## src/design/rtu_defs.svh

```systemverilog
// Constants of the serial slave framer: addresses, commands, answer codes, CRC and gap timing
`ifndef RTU_DEFS_SVH
`define RTU_DEFS_SVH

// ==========================================
// Addresses and commands
`define RTU_ADDR_BCAST 8'h00
`define RTU_ADDR_MAX 8'hF7
`define RTU_CMD_READ 8'h03
`define RTU_CMD_WRITE 8'h06
`define RTU_ERR_FLAG 8'h80
`define RTU_MAX_WORDS 16'h000C
`define RTU_REQ_LEN 4'h8

// ==========================================
// Error answer codes
`define RTU_EXC_NONE 8'h00
`define RTU_EXC_CMD 8'h01
`define RTU_EXC_ADDR 8'h02
`define RTU_EXC_VALUE 8'h03
`define RTU_EXC_FAIL 8'h04

// ==========================================
// Check value
`define RTU_CRC_PRESET 16'hFFFF
`define RTU_CRC_POLY 16'hA001

// ==========================================
// Timing
`define RTU_CLK_HZ 64'd100000000
`define RTU_BAUD 64'd9600
`define RTU_BITS_PER_CHAR 64'd11
`define RTU_GAP_HALF_CHARS 64'd7
`define RTU_GAP_CYCLES \
    32'((`RTU_CLK_HZ * `RTU_BITS_PER_CHAR * `RTU_GAP_HALF_CHARS + 64'd2 * `RTU_BAUD - 64'd1) / (64'd2 * `RTU_BAUD))

`endif

```

## src/design/rtu_pkg.sv

```systemverilog
// Types and the check value step of the serial slave framer
`include "rtu_defs.svh"

package rtu_pkg;

    // ==========================================
    // Framer states
    typedef enum logic [3:0] {
        S_IDLE, S_CHECK, S_ACC, S_HDR, S_RDW, S_RDB, S_CRC, S_DRAIN, S_GAP
    } rtu_state_t;

    // ==========================================
    // One byte through the check value register
    function automatic logic [15:0] rtu_crc_step(input logic [15:0] crc, input logic [7:0] data);
        logic [15:0] c;
        c = crc ^ {8'h00, data};
        for (int i = 0; i < 8; i++) begin
            c = c[0] ? ((c >> 1) ^ `RTU_CRC_POLY) : (c >> 1);
        end
        return c;
    endfunction : rtu_crc_step

endpackage : rtu_pkg

```

## src/design/rtu_stream_if.sv

```systemverilog
// Valid/ready byte stream between the framer and its transmit FIFO
interface rtu_stream_if #(parameter int WIDTH = 8);
    logic valid;
    logic ready;
    logic [WIDTH-1:0] data;
    modport src (output valid, output data, input ready);
    modport snk (input valid, input data, output ready);
endinterface : rtu_stream_if

```

## src/design/rtu_crc.sv

```systemverilog
// Running 16-bit check value register
`include "rtu_defs.svh"

module rtu_crc (
    input wire logic clk_sys_in,
    input wire logic rst_in,
    input wire logic init_in,
    input wire logic en_in,
    input wire logic [7:0] byte_in,
    output logic [15:0] crc_out
);

    // ==========================================
    // Register
    always_ff @(posedge clk_sys_in or posedge rst_in) begin
        if (rst_in) begin
            crc_out <= `RTU_CRC_PRESET;
        end else if (en_in) begin
            crc_out <= rtu_pkg::rtu_crc_step(init_in ? `RTU_CRC_PRESET : crc_out, byte_in);
        end else if (init_in) begin
            crc_out <= `RTU_CRC_PRESET;
        end
    end
endmodule : rtu_crc

```

## src/design/rtu_fifo.sv

```systemverilog
// Transmit byte FIFO with registered output stage
module rtu_fifo #(
    parameter int WIDTH = 8,
    parameter int DEPTH = 16
) (
    input wire logic clk_sys_in,
    input wire logic rst_in,
    rtu_stream_if.snk wr,
    rtu_stream_if.src rd,
    output logic empty_out
);

    localparam int AW = $clog2(DEPTH);
    localparam logic [AW:0] FULL = (AW + 1)'(DEPTH);

    logic [WIDTH-1:0] mem [DEPTH];
    logic [AW-1:0] wptr;
    logic [AW-1:0] rptr;
    logic [AW:0] count;
    logic push;
    logic pop;

    assign wr.ready = (count != FULL);
    assign empty_out = (count == '0);
    assign push = wr.valid && wr.ready;
    assign pop = (count != '0) && (!rd.valid || rd.ready);

    // ==========================================
    // Storage
    always_ff @(posedge clk_sys_in) begin
        if (push) begin
            mem[wptr] <= wr.data;
        end
    end

    // ==========================================
    // Pointers and fill
    always_ff @(posedge clk_sys_in or posedge rst_in) begin
        if (rst_in) begin
            wptr <= '0;
            rptr <= '0;
            count <= '0;
        end else begin
            if (push) begin
                wptr <= (wptr == AW'(DEPTH - 1)) ? '0 : wptr + 1'b1;
            end
            if (pop) begin
                rptr <= (rptr == AW'(DEPTH - 1)) ? '0 : rptr + 1'b1;
            end
            count <= count + (push ? 1'b1 : 1'b0) - (pop ? 1'b1 : 1'b0);
        end
    end

    // ==========================================
    // Output stage
    always_ff @(posedge clk_sys_in or posedge rst_in) begin
        if (rst_in) begin
            rd.valid <= 1'b0;
            rd.data <= '0;
        end else if (pop) begin
            rd.valid <= 1'b1;
            rd.data <= mem[rptr];
        end else if (rd.ready) begin
            rd.valid <= 1'b0;
        end
    end
endmodule : rtu_fifo

```

## src/design/rtu_framer.sv

```systemverilog
// Slave-side frame handler: gap delimiting, address filter, word read/write, check value, answers
`include "rtu_defs.svh"

module rtu_framer #(
    parameter int unsigned GAP_CYCLES = `RTU_GAP_CYCLES,
    parameter int FIFO_DEPTH = 16
) (
    input wire logic clk_sys_in,
    input wire logic rst_in,
    input wire logic [7:0] slave_addr_in,
    input wire logic rx_valid_in,
    input wire logic [7:0] rx_byte_in,
    input wire logic rx_err_in,
    output logic [7:0] tx_byte_out,
    output logic tx_valid_out,
    input wire logic tx_ready_in,
    input wire logic tx_busy_in,
    output logic tx_en_out,
    output logic par_req_out,
    output logic par_we_out,
    output logic [15:0] par_addr_out,
    output logic [15:0] par_wdata_out,
    input wire logic par_ack_in,
    input wire logic par_err_in,
    input wire logic [15:0] par_rdata_in,
    output logic frame_drop_out
);

    rtu_pkg::rtu_state_t state;
    logic [7:0] rx_frame [8];
    logic [3:0] rx_cnt;
    logic rx_bad;
    logic [7:0] last_b;
    logic [7:0] prev_b;
    logic [15:0] crc_h1;
    logic [15:0] crc_h2;
    logic [15:0] rx_crc;
    logic [15:0] tx_crc;
    logic [31:0] gap_cnt;
    logic gap_done;
    logic [7:0] exc;
    logic [3:0] widx;
    logic [2:0] tx_idx;
    logic byte_sel;
    logic [15:0] rd_word;
    logic is_bcast;
    logic fifo_empty;
    logic wr_ready;
    logic push_valid;
    logic [7:0] push_byte;
    logic [7:0] hdr_byte;
    logic [2:0] hdr_len;
    logic own_ok;
    logic mine;
    logic bcast_hit;
    logic addr_hit;
    logic crc_ok;
    logic is_read;
    logic is_write;
    logic [15:0] par_addr;
    logic [15:0] par_val;
    logic [15:0] span_end;
    logic [3:0] last_w;
    logic [7:0] chk_exc;

    rtu_stream_if #(.WIDTH(8)) tx_wr ();
    rtu_stream_if #(.WIDTH(8)) tx_rd ();

    // ==========================================
    // Frame decode
    assign own_ok = (slave_addr_in != `RTU_ADDR_BCAST) && (slave_addr_in <= `RTU_ADDR_MAX);
    assign mine = own_ok && (rx_frame[0] == slave_addr_in);
    assign bcast_hit = (rx_frame[0] == `RTU_ADDR_BCAST);
    assign addr_hit = mine || bcast_hit;
    assign crc_ok = (rx_cnt >= 4'h4) && (crc_h2 == {last_b, prev_b});
    assign is_read = (rx_frame[1] == `RTU_CMD_READ);
    assign is_write = (rx_frame[1] == `RTU_CMD_WRITE);
    assign par_addr = {rx_frame[2], rx_frame[3]};
    assign par_val = {rx_frame[4], rx_frame[5]};
    assign span_end = 16'({8'h00, rx_frame[3]} + par_val - 16'h0001);
    assign last_w = is_read ? par_val[3:0] - 4'h1 : 4'h0;
    assign gap_done = (gap_cnt == GAP_CYCLES);

    always_comb begin
        chk_exc = `RTU_EXC_NONE;
        if (!is_read && !is_write) begin
            chk_exc = `RTU_EXC_CMD;
        end else if (rx_cnt != `RTU_REQ_LEN || rx_bad) begin
            chk_exc = `RTU_EXC_VALUE;
        end else if (is_read && (par_val == 16'h0000 || par_val > `RTU_MAX_WORDS)) begin
            chk_exc = `RTU_EXC_VALUE;
        end else if (is_read && span_end > 16'h00FF) begin
            chk_exc = `RTU_EXC_ADDR;
        end
    end

    // ==========================================
    // Receive capture
    always_ff @(posedge clk_sys_in or posedge rst_in) begin
        if (rst_in) begin
            for (int i = 0; i < 8; i++) begin
                rx_frame[i] <= 8'h00;
            end
            rx_cnt <= 4'h0;
            rx_bad <= 1'b0;
            last_b <= 8'h00;
            prev_b <= 8'h00;
            crc_h1 <= `RTU_CRC_PRESET;
            crc_h2 <= `RTU_CRC_PRESET;
        end else if (state == rtu_pkg::S_CHECK) begin
            rx_cnt <= 4'h0;
            rx_bad <= 1'b0;
        end else if (state == rtu_pkg::S_IDLE && rx_valid_in) begin
            if (rx_cnt < `RTU_REQ_LEN) begin
                rx_frame[rx_cnt[2:0]] <= rx_byte_in;
            end
            if (rx_cnt != 4'hF) begin
                rx_cnt <= rx_cnt + 4'h1;
            end
            rx_bad <= rx_bad | rx_err_in;
            prev_b <= last_b;
            last_b <= rx_byte_in;
            crc_h1 <= (rx_cnt == 4'h0) ? `RTU_CRC_PRESET : rx_crc;
            crc_h2 <= crc_h1;
        end
    end

    rtu_crc u_rx_crc (
        .clk_sys_in(clk_sys_in),
        .rst_in(rst_in),
        .init_in(state == rtu_pkg::S_IDLE && rx_valid_in && rx_cnt == 4'h0),
        .en_in(state == rtu_pkg::S_IDLE && rx_valid_in),
        .byte_in(rx_byte_in),
        .crc_out(rx_crc)
    );

    // ==========================================
    // Idle gap timer
    always_ff @(posedge clk_sys_in or posedge rst_in) begin
        if (rst_in) begin
            gap_cnt <= 32'h0000_0000;
        end else if ((state == rtu_pkg::S_IDLE && rx_valid_in) ||
                     (state != rtu_pkg::S_IDLE && state != rtu_pkg::S_GAP)) begin
            gap_cnt <= 32'h0000_0000;
        end else if (!gap_done) begin
            gap_cnt <= gap_cnt + 32'h0000_0001;
        end
    end

    // ==========================================
    // Answer byte selection
    assign hdr_len = (exc == `RTU_EXC_NONE && is_write) ? 3'h6 : 3'h3;

    always_comb begin
        hdr_byte = rx_frame[tx_idx];
        if (tx_idx == 3'h1 && exc != `RTU_EXC_NONE) begin
            hdr_byte = rx_frame[1] | `RTU_ERR_FLAG;
        end else if (tx_idx == 3'h2 && exc != `RTU_EXC_NONE) begin
            hdr_byte = exc;
        end else if (tx_idx == 3'h2 && is_read) begin
            hdr_byte = {par_val[6:0], 1'b0};
        end
    end

    always_comb begin
        push_valid = 1'b0;
        push_byte = 8'h00;
        if (state == rtu_pkg::S_HDR) begin
            push_valid = 1'b1;
            push_byte = hdr_byte;
        end else if (state == rtu_pkg::S_RDB) begin
            push_valid = 1'b1;
            push_byte = byte_sel ? rd_word[7:0] : rd_word[15:8];
        end else if (state == rtu_pkg::S_CRC) begin
            push_valid = 1'b1;
            push_byte = byte_sel ? tx_crc[15:8] : tx_crc[7:0];
        end
    end

    assign tx_wr.valid = push_valid;
    assign tx_wr.data = push_byte;
    assign wr_ready = tx_wr.ready;
    assign tx_rd.ready = tx_ready_in;
    assign tx_valid_out = tx_rd.valid;
    assign tx_byte_out = tx_rd.data;

    rtu_crc u_tx_crc (
        .clk_sys_in(clk_sys_in),
        .rst_in(rst_in),
        .init_in(state == rtu_pkg::S_CHECK),
        .en_in(push_valid && wr_ready && state != rtu_pkg::S_CRC),
        .byte_in(push_byte),
        .crc_out(tx_crc)
    );

    rtu_fifo #(.WIDTH(8), .DEPTH(FIFO_DEPTH)) u_tx_fifo (
        .clk_sys_in(clk_sys_in),
        .rst_in(rst_in),
        .wr(tx_wr.snk),
        .rd(tx_rd.src),
        .empty_out(fifo_empty)
    );

    // ==========================================
    // Line driver enable
    always_ff @(posedge clk_sys_in or posedge rst_in) begin
        if (rst_in) begin
            tx_en_out <= 1'b0;
        end else begin
            tx_en_out <= state inside {rtu_pkg::S_HDR, rtu_pkg::S_RDW, rtu_pkg::S_RDB,
                                       rtu_pkg::S_CRC, rtu_pkg::S_DRAIN};
        end
    end

    // ==========================================
    // Frame sequencer
    always_ff @(posedge clk_sys_in or posedge rst_in) begin
        if (rst_in) begin
            state <= rtu_pkg::S_IDLE;
            exc <= `RTU_EXC_NONE;
            widx <= 4'h0;
            tx_idx <= 3'h0;
            byte_sel <= 1'b0;
            rd_word <= 16'h0000;
            is_bcast <= 1'b0;
            par_req_out <= 1'b0;
            par_we_out <= 1'b0;
            par_addr_out <= 16'h0000;
            par_wdata_out <= 16'h0000;
            frame_drop_out <= 1'b0;
        end else begin
            frame_drop_out <= 1'b0;
            unique case (state)
                rtu_pkg::S_IDLE: begin
                    if (rx_cnt != 4'h0 && gap_done) begin
                        state <= rtu_pkg::S_CHECK;
                    end
                end
                rtu_pkg::S_CHECK: begin
                    is_bcast <= bcast_hit;
                    tx_idx <= 3'h0;
                    widx <= 4'h0;
                    byte_sel <= 1'b0;
                    exc <= chk_exc;
                    if (!addr_hit || !crc_ok) begin
                        frame_drop_out <= 1'b1;
                        state <= rtu_pkg::S_IDLE;
                    end else if (chk_exc != `RTU_EXC_NONE || (bcast_hit && is_read)) begin
                        state <= bcast_hit ? rtu_pkg::S_IDLE : rtu_pkg::S_HDR;
                    end else begin
                        state <= rtu_pkg::S_ACC;
                        par_req_out <= 1'b1;
                        par_we_out <= is_write;
                        par_addr_out <= par_addr;
                        par_wdata_out <= par_val;
                    end
                end
                rtu_pkg::S_ACC: begin
                    if (par_ack_in) begin
                        if (par_err_in || par_we_out || widx == last_w) begin
                            par_req_out <= 1'b0;
                            par_we_out <= 1'b0;
                            exc <= par_err_in ? `RTU_EXC_FAIL : `RTU_EXC_NONE;
                            state <= is_bcast ? rtu_pkg::S_IDLE : rtu_pkg::S_HDR;
                        end else begin
                            widx <= widx + 4'h1;
                            par_addr_out <= par_addr_out + 16'h0001;
                        end
                    end
                end
                rtu_pkg::S_HDR: begin
                    if (wr_ready) begin
                        if (tx_idx == hdr_len - 3'h1) begin
                            tx_idx <= 3'h0;
                            widx <= 4'h0;
                            if (exc == `RTU_EXC_NONE && is_read) begin
                                state <= rtu_pkg::S_RDW;
                                par_req_out <= 1'b1;
                                par_addr_out <= par_addr;
                            end else begin
                                state <= rtu_pkg::S_CRC;
                            end
                        end else begin
                            tx_idx <= tx_idx + 3'h1;
                        end
                    end
                end
                rtu_pkg::S_RDW: begin
                    if (par_ack_in) begin
                        par_req_out <= 1'b0;
                        rd_word <= par_rdata_in;
                        byte_sel <= 1'b0;
                        state <= rtu_pkg::S_RDB;
                    end
                end
                rtu_pkg::S_RDB: begin
                    if (wr_ready) begin
                        byte_sel <= !byte_sel;
                        if (byte_sel && widx == last_w) begin
                            state <= rtu_pkg::S_CRC;
                        end else if (byte_sel) begin
                            widx <= widx + 4'h1;
                            par_addr_out <= par_addr_out + 16'h0001;
                            par_req_out <= 1'b1;
                            state <= rtu_pkg::S_RDW;
                        end
                    end
                end
                rtu_pkg::S_CRC: begin
                    if (wr_ready) begin
                        byte_sel <= !byte_sel;
                        if (byte_sel) begin
                            state <= rtu_pkg::S_DRAIN;
                        end
                    end
                end
                rtu_pkg::S_DRAIN: begin
                    if (fifo_empty && !tx_valid_out && !tx_busy_in) begin
                        state <= rtu_pkg::S_GAP;
                    end
                end
                rtu_pkg::S_GAP: begin
                    if (gap_done) begin
                        state <= rtu_pkg::S_IDLE;
                    end
                end
            endcase
        end
    end
endmodule : rtu_framer

```

## config.mk

```make
export PLATFORM = sky130hd
export DESIGN_NAME = rtu_framer
export DESIGN_NICKNAME = d
export VERILOG_FILES = /design/src/design/rtu_pkg.sv /design/src/design/rtu_stream_if.sv /design/src/design/rtu_crc.sv /design/src/design/rtu_fifo.sv /design/src/design/rtu_framer.sv
export VERILOG_INCLUDE_DIRS = /design/src /design/src/design
export SDC_FILE = /design/constraint.sdc
export NUM_CORES = 1
export LEC_CHECK = 0
export ABC_AREA = 0
export BUFFER_PORTS_ARGS = -buffer_cell sky130_fd_sc_hd__buf_2
export CORE_MARGIN = 2
export CORE_UTILIZATION = 45
export CTS_BUF_LIST = sky130_fd_sc_hd__clkbuf_8 sky130_fd_sc_hd__clkbuf_16
export DETAILED_ROUTE_END_ITERATION = 10
export GPL_TIMING_DRIVEN = 0
export HOLD_SLACK_MARGIN = 0.03
export PLACE_DENSITY = 0.72
export RECOVER_POWER = 25
export SLEW_MARGIN = 0
export SYNTH_ARGS = -nofsm -noshare
export SYNTH_HDL_FRONTEND = slang
export SYNTH_SLANG_ARGS = --single-unit
```

## constraint.sdc

```tcl
create_clock -name clk_sys_in -period 26.9 [get_ports clk_sys_in]
set_clock_uncertainty 0.1 [all_clocks]
set_input_delay 4.035 -clock clk_sys_in [delete_from_list [all_inputs] [get_ports clk_sys_in]]
set_output_delay 4.035 -clock clk_sys_in [all_outputs]
set_load 0.02 [all_outputs]
```

==> results of run 1 <==
metal layers:
metal / routed length [um] / up-vias
met5: 0 / -
li1: - / 6458
met4: 2123 / 0
met2: 25370 / 516
met1: 20720 / 7227
met3: 2984 / 120
power groups by stage:
stage          clock [uW]  sequential [uW]  combinational (uW)
2_1_floorplan           0              648                91.2
4_1_cts               651              638                 126
5_1_grt               677              638                 135
3_3_place_gp            0              649                 119
3_5_place_dp            0              649                 126
6_report              642              638                 123
kinds of logic (layout without fill, tap and decap cells):
group                    Yosys count  in the layout  share of synthesized area [%]
AO/OA/AOI/OAI                    267            267                          8.924
other                              0              1                              0
multiplexers                     176            176                          12.81
buffers and inverters            173            341                          3.340
adder cells (fa/ha/maj)           51             51                          3.265
flip-flops                       399            399                          53.51
XOR/XNOR                         118            118                          5.522
AND/OR/NAND/NOR                  544            544                          12.63
metrics by stage:
step | area (um2) | hold WS, ns | total power (uW)
4_1_cts | 22770 | 0.3476 | 1415
3_5_place_dp | 21240 | 0.3435 | 774.6
6_report | 22740 | 0.3517 | 1402
2_1_floorplan | 20010 | 0.3346 | 739.1
3_3_place_gp | 21160 | 0.3448 | 768.1
5_1_grt | 22740 | 0.3698 | 1451
state kept, by name (all words and copies together) (netlist names), 8 cells and up:
name               count
u_tx_fifo.rd.data      8
crc_h2                16
rx_frame              32
u_tx_fifo.mem        128
par_addr_out          16
u_rx_crc.crc_out      16
par_wdata_out         16
crc_h1                16
u_tx_crc.crc_out      16
gap_cnt               32
rd_word               16
prev_b                 8
par_val               16
par_addr              16
last_b                 8
worst max path at each step:
stage                           startpoint                      endpoint  slack (ns)  depth (start not counted)
final                     slave_addr_in[0]  par_wdata_out[0]$_DFFE_PP0P_       19.54                         12
after global routing      slave_addr_in[0]  par_wdata_out[6]$_DFFE_PP0P_       19.33                         12
after CTS                 slave_addr_in[0]  par_wdata_out[6]$_DFFE_PP0P_       19.58                         12
after detailed placement  slave_addr_in[0]  par_wdata_out[6]$_DFFE_PP0P_       19.02                         12
after global placement              rst_in         last_b[7]$_DFFE_PP0P_       12.31                          2
after floorplan                     rst_in          byte_sel$_DFFE_PP0P_       15.40                          1
worst max-delay path, stage by stage:
cell                        delay [ns]
sky130_fd_sc_hd__buf_2            0.11
sky130_fd_sc_hd__xor2_1           0.13
sky130_fd_sc_hd__a221oi_1         0.25
sky130_fd_sc_hd__nand4_1          0.15
sky130_fd_sc_hd__nor4_1           0.17
sky130_fd_sc_hd__o21ai_1          0.17
sky130_fd_sc_hd__a2111oi_1        0.77
sky130_fd_sc_hd__buf_1            0.25
sky130_fd_sc_hd__inv_1            0.12
sky130_fd_sc_hd__a2111oi_4        0.70
sky130_fd_sc_hd__buf_2            0.46
sky130_fd_sc_hd__mux2_1           0.37
cells in the mapped netlist, drive strengths merged (52+ instances only):
| master | instances | area (um2) |
|---|---|---|
| dfrtp | 207 | 5180 |
| dfstp | 64 | 1682 |
| edfxtp | 128 | 3844 |
| o21ai | 81 | 405.4 |
| a21oi | 52 | 260.3 |
| nand2 | 248 | 930.9 |
| nor2 | 115 | 450.4 |
| mux4 | 54 | 1216 |
| mux2 | 100 | 1126 |
| xnor2 | 68 | 595.6 |
| clkbuf | 70 | 262.8 |
| inv | 88 | 330.3 |
cell type report:
type                       count  area, um2  area share [%]
inverter                      88      331.6           1.458
sequential                   399      10710           47.08
antenna                        1      2.502         0.01101
tap                          592      740.7           3.258
timing repair buffer          88      484.2           2.130
clock inverter                32      385.4           1.695
clock buffer                  48       1145           5.035
multi-input combinational   1156       8613           37.88
buffer                        85      329.1           1.447
==> impl_metrics.prom, run 1 <==
# TYPE chip_impl_metric gauge
chip_impl_metric{name="antenna_found_initial",unit=""} 2
chip_impl_info{name="clock_tree_from_tritoncts",value="built"} 1
chip_impl_metric{name="finalCriticalPeriod",unit="ns"} 7.360
chip_impl_metric{name="cts_htree_levels",unit=""} 2
chip_impl_info{name="ys.flop_type",value="sky130_fd_sc_hd__dfrtp_1"} 1
chip_impl_metric{name="pwr_density_cell",unit="nW/um2"} 61.68
chip_impl_metric{name="p_comb_share",unit="%"} 8.8
chip_impl_info{name="failed_checks",value="max-capacitance violations, max-slew violations"} 1
chip_impl_metric{name="syn_inst",unit=""} 1728
chip_impl_info{name="rsz0062_at_grt",value="false"} 1
chip_impl_metric{name="final_antenna_net_count",unit=""} 0
chip_impl_metric{name="route.detailed.vias_per_inst",unit=""} 5.754
chip_impl_metric{name="mean_instance_size_in_the_synthesized_netlist",unit="um2"} 11.58
chip_impl_metric{name="layout.filler_cells",unit=""} 3813
chip_impl_metric{name="initial_core_util",unit="%"} 45.44
chip_impl_metric{name="hold-path-cell-count",unit=""} 2
chip_impl_metric{name="fp.dieW",unit="um"} 214.9
chip_impl_info{name="cts-root-buf",value="sky130_fd_sc_hd__clkbuf_16"} 1
chip_impl_metric{name="post_synth_instance_area",unit="um2"} 20010
chip_impl_metric{name="pin_count_of_the_biggest_net_entering_global_routing",unit=""} 127
chip_impl_metric{name="total_switching_power",unit="uW"} 335.3
chip_impl_metric{name="synth_enable_flop_cells",unit=""} 128
chip_impl_metric{name="synth.yosys.warnings",unit=""} 0
chip_impl_metric{name="preCtsSetupSlack",unit="ns"} 19.02
chip_impl_metric{name="post_cts_buffers",unit=""} 0
chip_impl_metric{name="yosys_register_bits",unit=""} 399
chip_impl_metric{name="final_cell_utilization_of_the_core",unit="%"} 51.64
chip_impl_metric{name="floorplan.rows",unit=""} 77
chip_impl_metric{name="critical_path_required",unit="ns"} 27.25
chip_impl_metric{name="final_layout_size_suffix_gt1_share",unit="%"} 20.83
chip_impl_metric{name="asyncSetResetFlopFracSynth",unit="%"} 67.92
chip_impl_metric{name="cts.path.max_buffers",unit=""} 3
chip_impl_metric{name="first_global_vias",unit=""} 14569
chip_impl_info{name="end_point_of_the_most_critical_hold_path",value="crc_h2[0]$_DFFE_PP1P_"} 1
chip_impl_info{name="status",value="finished with violations"} 1
chip_impl_metric{name="timing.setup.tns",unit="ns"} 0
chip_impl_metric{name="gr-total-overflow",unit=""} 0
chip_impl_info{name="grt_most_used_layer",value="met2"} 1
chip_impl_metric{name="floorplan.die_area",unit="um2"} 46160
chip_impl_metric{name="critical_path.max_fanout",unit=""} 10
chip_impl_metric{name="instances_no_fill",unit=""} 2489
chip_impl_metric{name="globalRouteMet2Util",unit="%"} 37.94
chip_impl_metric{name="post_cts_resized",unit=""} 0
chip_impl_info{name="most-common-layout-cells",value="248 x sky130_fd_sc_hd__nand2_1, 207 x sky130_fd_sc_hd__dfrtp_1, 128 x sky130_fd_sc_hd__edfxtp_1"} 1
chip_impl_metric{name="drt_iter0_markers",unit=""} 1426
chip_impl_metric{name="regToRegSetupSlack",unit="ns"} 20.50
chip_impl_metric{name="area_growth",unit="%"} 13.65
chip_impl_metric{name="met3_usage",unit="%"} 3.397
chip_impl_metric{name="r2r.worst_path.cells",unit=""} 14
chip_impl_metric{name="p_clk_share",unit="%"} 45.7
chip_impl_metric{name="residual_drc",unit=""} 0
chip_impl_metric{name="yosysSeqAreaShare",unit="%"} 53.51
chip_impl_metric{name="finalWeightedCongestion",unit=""} 0.9389
chip_impl_metric{name="route.final.wire_length",unit="um"} 51190
chip_impl_metric{name="place_inst",unit=""} 2407
chip_impl_metric{name="drv.max_cap_violation_count",unit=""} 4
chip_impl_metric{name="power.static_leakage",unit="uW"} 0.009089
chip_impl_info{name="timing.rr.start",value="tx_idx[1]$_DFFE_PP0P_"} 1
chip_impl_metric{name="grt_pass1_wl",unit="um"} 81680
chip_impl_metric{name="postLayoutSetupSlackWorst",unit="ns"} 19.54
chip_impl_metric{name="routed_wire_length_per_instance",unit="um"} 20.57
chip_impl_metric{name="nNetsFinal",unit=""} 1952
chip_impl_metric{name="grt.met1_usage",unit="%"} 28.67
chip_impl_metric{name="numCtsBuffers",unit=""} 43
chip_impl_metric{name="clk_pin_slew",unit="ns"} 0.06
chip_impl_metric{name="timing.critical_path.arrival",unit="ns"} 7.71
chip_impl_metric{name="share_seq_of_total_power",unit="%"} 45.5
chip_impl_metric{name="layout_worst_path_cycle_share",unit="%"} 27.36
chip_impl_metric{name="grt_usage",unit="%"} 22.44
chip_impl_metric{name="clk-insertion-delay-late",unit="ns"} 0.58
chip_impl_metric{name="power.share.switching",unit="%"} 23.91
chip_impl_info{name="worstSetupEndpointType",value="flip-flop"} 1
chip_impl_metric{name="area_of_the_core",unit="um2"} 44030
chip_impl_metric{name="post_synth_num_cell_types",unit=""} 85
chip_impl_info{name="timing.rr.end",value="u_tx_crc.crc_out[0]$_DFF_PP1_"} 1
chip_impl_info{name="hold_path.class",value="flip-flop to flip-flop"} 1
chip_impl_metric{name="finalHoldViolations",unit=""} 0
chip_impl_metric{name="port_buffers",unit=""} 83
chip_impl_info{name="timing.critical_path.from_type",value="primary input"} 1
chip_impl_metric{name="cts-hold-fix-buffers",unit=""} 0
chip_impl_metric{name="final-max-slew-violation-count",unit=""} 87
chip_impl_metric{name="final-setup-viol-count",unit=""} 0
chip_impl_info{name="holdCritStartpoint",value="crc_h1[0]$_DFFE_PP1P_"} 1
chip_impl_metric{name="maximum_clock_rate",unit="MHz"} 135.9
chip_impl_metric{name="postSynthNetCount",unit=""} 1819
chip_impl_info{name="layout_commonest_cell",value="sky130_fd_sc_hd__nand2_1"} 1
chip_impl_metric{name="vias",unit=""} 14321
chip_impl_metric{name="tightest_slew",unit="ns"} 2.719
chip_impl_metric{name="die_h",unit="um"} 214.9
chip_impl_metric{name="irDropWorstVdd",unit="V"} 0.00004229
chip_impl_metric{name="top_level_ports",unit=""} 85
chip_impl_metric{name="place.detailed.hpwl",unit="um"} 35600
chip_impl_metric{name="drtPass1Iterations",unit=""} 6
chip_impl_metric{name="max_slew_margin",unit="%"} -82.79
chip_impl_metric{name="internal_power",unit="uW"} 1067
chip_impl_info{name="critical_path_class",value="primary input to flip-flop"} 1
chip_impl_metric{name="clkSinkCount",unit=""} 399
Note: power is estimated with default switching activity, not from simulation.
==> inputs of run 2 (changes only) <==
==> constraint.sdc (replaced) <==
create_clock -name clk_sys_in -period 7.4 [get_ports clk_sys_in]
set_clock_uncertainty 0.1 [all_clocks]
set_input_delay 1.11 -clock clk_sys_in [delete_from_list [all_inputs] [get_ports clk_sys_in]]
set_output_delay 1.11 -clock clk_sys_in [all_outputs]
set_load 0.02 [all_outputs]
==> run 2 against run 1 <==
The flow still finishes with violations (max-capacitance violations, max-slew violations). Critical path depth up 3. Sequential share of layout area rose by 0.078 points. Clock power rose to 3.4 times the previous value. Sequential power rose to 3.6 times the previous value. Total power rose to 3.5 times the previous value. Global-route usage is 0.24 points lower. Non-clock buffer count grew 3. Hold slack worse by 0.0011 ns. Critical endpoint is now par_wdata_out[4]$_DFFE_PP0P_. Combinational power grew to 3.6 times the previous value. Final area down 0.16%.
==> impl_metrics.prom, run 2 (same netlist as run 1, synthesis figures left out) <==
# TYPE chip_impl_metric gauge
chip_impl_info{name="status",value="finished with violations"} 1
chip_impl_info{name="failed_checks",value="max-capacitance violations, max-slew violations"} 1
chip_impl_metric{name="final_layout_size_suffix_gt1_share",unit="%"} 20.98
chip_impl_metric{name="initial_core_util",unit="%"} 45.44
chip_impl_metric{name="pwr_density_cell",unit="nW/um2"} 217.8
chip_impl_info{name="critPathTopFamily",value="compound AO/OA/AOI/OAI gates"} 1
chip_impl_info{name="rsz0062_at_grt",value="false"} 1
chip_impl_info{name="worstSetupEndpointType",value="flip-flop"} 1
chip_impl_metric{name="critical_path.max_fanout",unit=""} 10
chip_impl_metric{name="grt_usage",unit="%"} 22.19
chip_impl_metric{name="route.final.wire_length",unit="um"} 50580
chip_impl_info{name="cts-root-buf",value="sky130_fd_sc_hd__clkbuf_16"} 1
chip_impl_metric{name="route.detailed.vias_per_inst",unit=""} 5.716
chip_impl_info{name="registers.top_by_ff_count",value="u_tx_fifo.mem"} 1
chip_impl_metric{name="numCtsBuffers",unit=""} 43
chip_impl_metric{name="gr-total-overflow",unit=""} 0
chip_impl_metric{name="timing.setup.tns",unit="ns"} 0
chip_impl_metric{name="place.detailed.hpwl",unit="um"} 35830
chip_impl_metric{name="first_global_vias",unit=""} 14404
chip_impl_metric{name="drtPass1Iterations",unit=""} 6
chip_impl_metric{name="port_buffers",unit=""} 83
chip_impl_metric{name="power.static_leakage",unit="uW"} 0.009105
chip_impl_metric{name="max_stage_delay",unit="ns"} 0.86
chip_impl_metric{name="cts-hold-fix-buffers",unit=""} 0
chip_impl_metric{name="max_slew_margin",unit="%"} -56.19
chip_impl_metric{name="cts_htree_levels",unit=""} 2
chip_impl_metric{name="final_antenna_net_count",unit=""} 0
chip_impl_metric{name="area_of_the_core",unit="um2"} 44030
chip_impl_info{name="clock_tree_from_tritoncts",value="built"} 1
chip_impl_metric{name="routed_wire_length_per_instance",unit="um"} 20.30
chip_impl_metric{name="timing.critical_path.arrival",unit="ns"} 5.65
chip_impl_metric{name="antenna_found_initial",unit=""} 1
chip_impl_metric{name="cts.path.max_buffers",unit=""} 3
chip_impl_info{name="cell_chain_of_the_critical_path",value="clkbuf_1 -> inv_1 -> ha_1 -> inv_1 -> ha_1 -> a211oi_1 -> o21ai_1 -> a21oi_1 -> o221ai_1 -> xor2_1 -> nor4_1 -> nand4_1 -> a2111oi_4 -> buf_2 -> mux2_1"} 1
chip_impl_metric{name="area_growth",unit="%"} 13.46
chip_impl_metric{name="grt_pass1_wl",unit="um"} 80710
chip_impl_metric{name="pin_count_of_the_biggest_net_entering_global_routing",unit=""} 45
chip_impl_metric{name="floorplan.rows",unit=""} 77
chip_impl_metric{name="internal_power",unit="uW"} 3771
chip_impl_metric{name="die_h",unit="um"} 214.9
chip_impl_metric{name="total_switching_power",unit="uW"} 1172
chip_impl_metric{name="critical_path_required",unit="ns"} 7.75
chip_impl_metric{name="residual_drc",unit=""} 0
chip_impl_metric{name="max_ffs_per_register",unit=""} 128
chip_impl_metric{name="irDropWorstVdd",unit="V"} 0.0001277
chip_impl_metric{name="power.share.switching",unit="%"} 23.71
chip_impl_metric{name="layout_worst_path_cycle_share",unit="%"} 71.69
chip_impl_metric{name="final_cell_utilization_of_the_core",unit="%"} 51.56
chip_impl_metric{name="maximum_clock_rate",unit="MHz"} 188.5
chip_impl_info{name="most-common-layout-cells",value="248 x sky130_fd_sc_hd__nand2_1, 207 x sky130_fd_sc_hd__dfrtp_1, 128 x sky130_fd_sc_hd__edfxtp_1"} 1
chip_impl_metric{name="finalWeightedCongestion",unit=""} 0.9298
chip_impl_metric{name="finalCriticalPeriod",unit="ns"} 5.305
chip_impl_metric{name="worst-path-buf-inv",unit=""} 4
chip_impl_metric{name="drt_iter0_markers",unit=""} 1241
chip_impl_metric{name="post_cts_resized",unit=""} 0
chip_impl_metric{name="p_clk_share",unit="%"} 44.1
chip_impl_metric{name="clk_pin_slew",unit="ns"} 0.06
chip_impl_metric{name="final-setup-viol-count",unit=""} 0
chip_impl_metric{name="tightest_slew",unit="ns"} 2.343
chip_impl_info{name="critical_path_class",value="flip-flop to flip-flop"} 1
chip_impl_metric{name="fp.dieW",unit="um"} 214.9
chip_impl_info{name="layout_commonest_cell",value="sky130_fd_sc_hd__nand2_1"} 1
chip_impl_metric{name="clk-insertion-delay-late",unit="ns"} 0.57
chip_impl_metric{name="post_cts_buffers",unit=""} 0
chip_impl_metric{name="final-max-slew-violation-count",unit=""} 152
chip_impl_metric{name="vias",unit=""} 14239
chip_impl_metric{name="nNetsFinal",unit=""} 1955
chip_impl_info{name="timing.critical_path.from_type",value="flip-flop"} 1
chip_impl_metric{name="p_comb_share",unit="%"} 9.0
chip_impl_metric{name="top_level_ports",unit=""} 85
chip_impl_info{name="largest_registers",value="u_tx_fifo.mem (128), gap_cnt (32), rx_frame (32)"} 1
chip_impl_metric{name="floorplan.die_area",unit="um2"} 46160
chip_impl_metric{name="share_seq_of_total_power",unit="%"} 46.9
chip_impl_metric{name="finalHoldViolations",unit=""} 0
chip_impl_metric{name="drv.max_cap_violation_count",unit=""} 4
chip_impl_metric{name="clkSinkCount",unit=""} 399
chip_impl_info{name="critPathSlowestCell",value="sky130_fd_sc_hd__a2111oi_4"} 1
chip_impl_info{name="hold_path.class",value="flip-flop to flip-flop"} 1
## run 2: cell types whose count changed in the layout (fill, tap and decap cells not counted), moves of 3 or more
cell                         before  now
sky130_fd_sc_hd__bufinv_16        8    4
sky130_fd_sc_hd__inv_6            5    0
sky130_fd_sc_hd__clkinv_1         3    0
sky130_fd_sc_hd__clkinv_2         6   11
sky130_fd_sc_hd__buf_12           0    3
sky130_fd_sc_hd__clkinvlp_4       6    1
sky130_fd_sc_hd__inv_1           89   95
## run 2: per-stage QoR
stage | area (um2) | power (uW) | hold slack [ns] | worst slack (ns) | std cells
4_1_cts | 22760 | 4995 | 0.3532 | 2.143 | 2489
5_1_grt | 22700 | 5110 | 0.3625 | 1.722 | 2490
2_1_floorplan | 20010 | 2687 | 0.3346 | 2.661 | 1728
3_3_place_gp | 21170 | 2790 | 0.3442 | 0.9826 | 2403
3_5_place_dp | 21320 | 2819 | 0.3455 | 2.180 | 2411
6_report | 22700 | 4943 | 0.3506 | 2.095 | 2491
## run 2: worst register-to-register path: stages, from the launching register on
cell                        delay [ns]
sky130_fd_sc_hd__dfrtp_1          0.36
sky130_fd_sc_hd__clkbuf_1         0.46
sky130_fd_sc_hd__inv_1            0.10
sky130_fd_sc_hd__ha_1             0.34
sky130_fd_sc_hd__inv_1            0.05
sky130_fd_sc_hd__ha_1             0.28
sky130_fd_sc_hd__a211oi_1         0.26
sky130_fd_sc_hd__o21ai_1          0.12
sky130_fd_sc_hd__a21oi_1          0.27
sky130_fd_sc_hd__o221ai_1         0.21
sky130_fd_sc_hd__xor2_1           0.17
sky130_fd_sc_hd__nor4_1           0.33
sky130_fd_sc_hd__nand4_1          0.40
sky130_fd_sc_hd__a2111oi_4        0.86
sky130_fd_sc_hd__buf_2            0.48
sky130_fd_sc_hd__mux2_1           0.38
## run 2: power by group through the flow
stage	Combinational, uW	Clock, uW	Sequential, uW
final	445	2180	2320
after global placement	431	0	2360
after global routing	492	2300	2320
after detailed placement	460	0	2360
after floorplan	332	0	2360
after CTS	462	2210	2320
## run 2: area by class of cell
type,count,area [um2]
timing repair buffer,91,494.2
sequential,399,10710
multi-input combinational,1156,8652
buffer,85,337.8
antenna,2,5.005
fill,3778,21330
clock buffer,50,1195
inverter,88,331.6
clock inverter,28,237.7
tap,592,740.7
## run 2: path summary, 6_finish.rpt
kind | endpoint | cells after the start | slack [ns] | start
max reg2reg | par_wdata_out[4]$_DFFE_PP0P_ | 15 | 2.09 | par_val[2]$_DFFE_PP0P_
min in group asynchronous | par_addr_out[14]$_DFFE_PP0P_ | 2 | 0.46 | rst_in
min reg2reg | crc_h2[3]$_DFFE_PP1P_ | 2 | 0.35 | crc_h1[3]$_DFFE_PP1P_
max | par_wdata_out[4]$_DFFE_PP0P_ | 15 | 2.09 | par_val[2]$_DFFE_PP0P_
min | crc_h2[3]$_DFFE_PP1P_ | 2 | 0.35 | crc_h1[3]$_DFFE_PP1P_
max in group asynchronous | rx_cnt[0]$_DFFE_PP0P_ | 4 | 2.54 | rst_in
## run 2: per-layer routing
| layer | vias to the layer above | global-route usage (%) | wire length [um] |
|---|---|---|---|
| met5 | - | 0 | 0 |
| met4 | 0 | 8.958 | 1929 |
| met3 | 121 | 3.779 | 3016 |
| met2 | 491 | 37.61 | 25040 |
| met1 | 7159 | 28.38 | 20590 |
| li1 | 6468 | - | - |
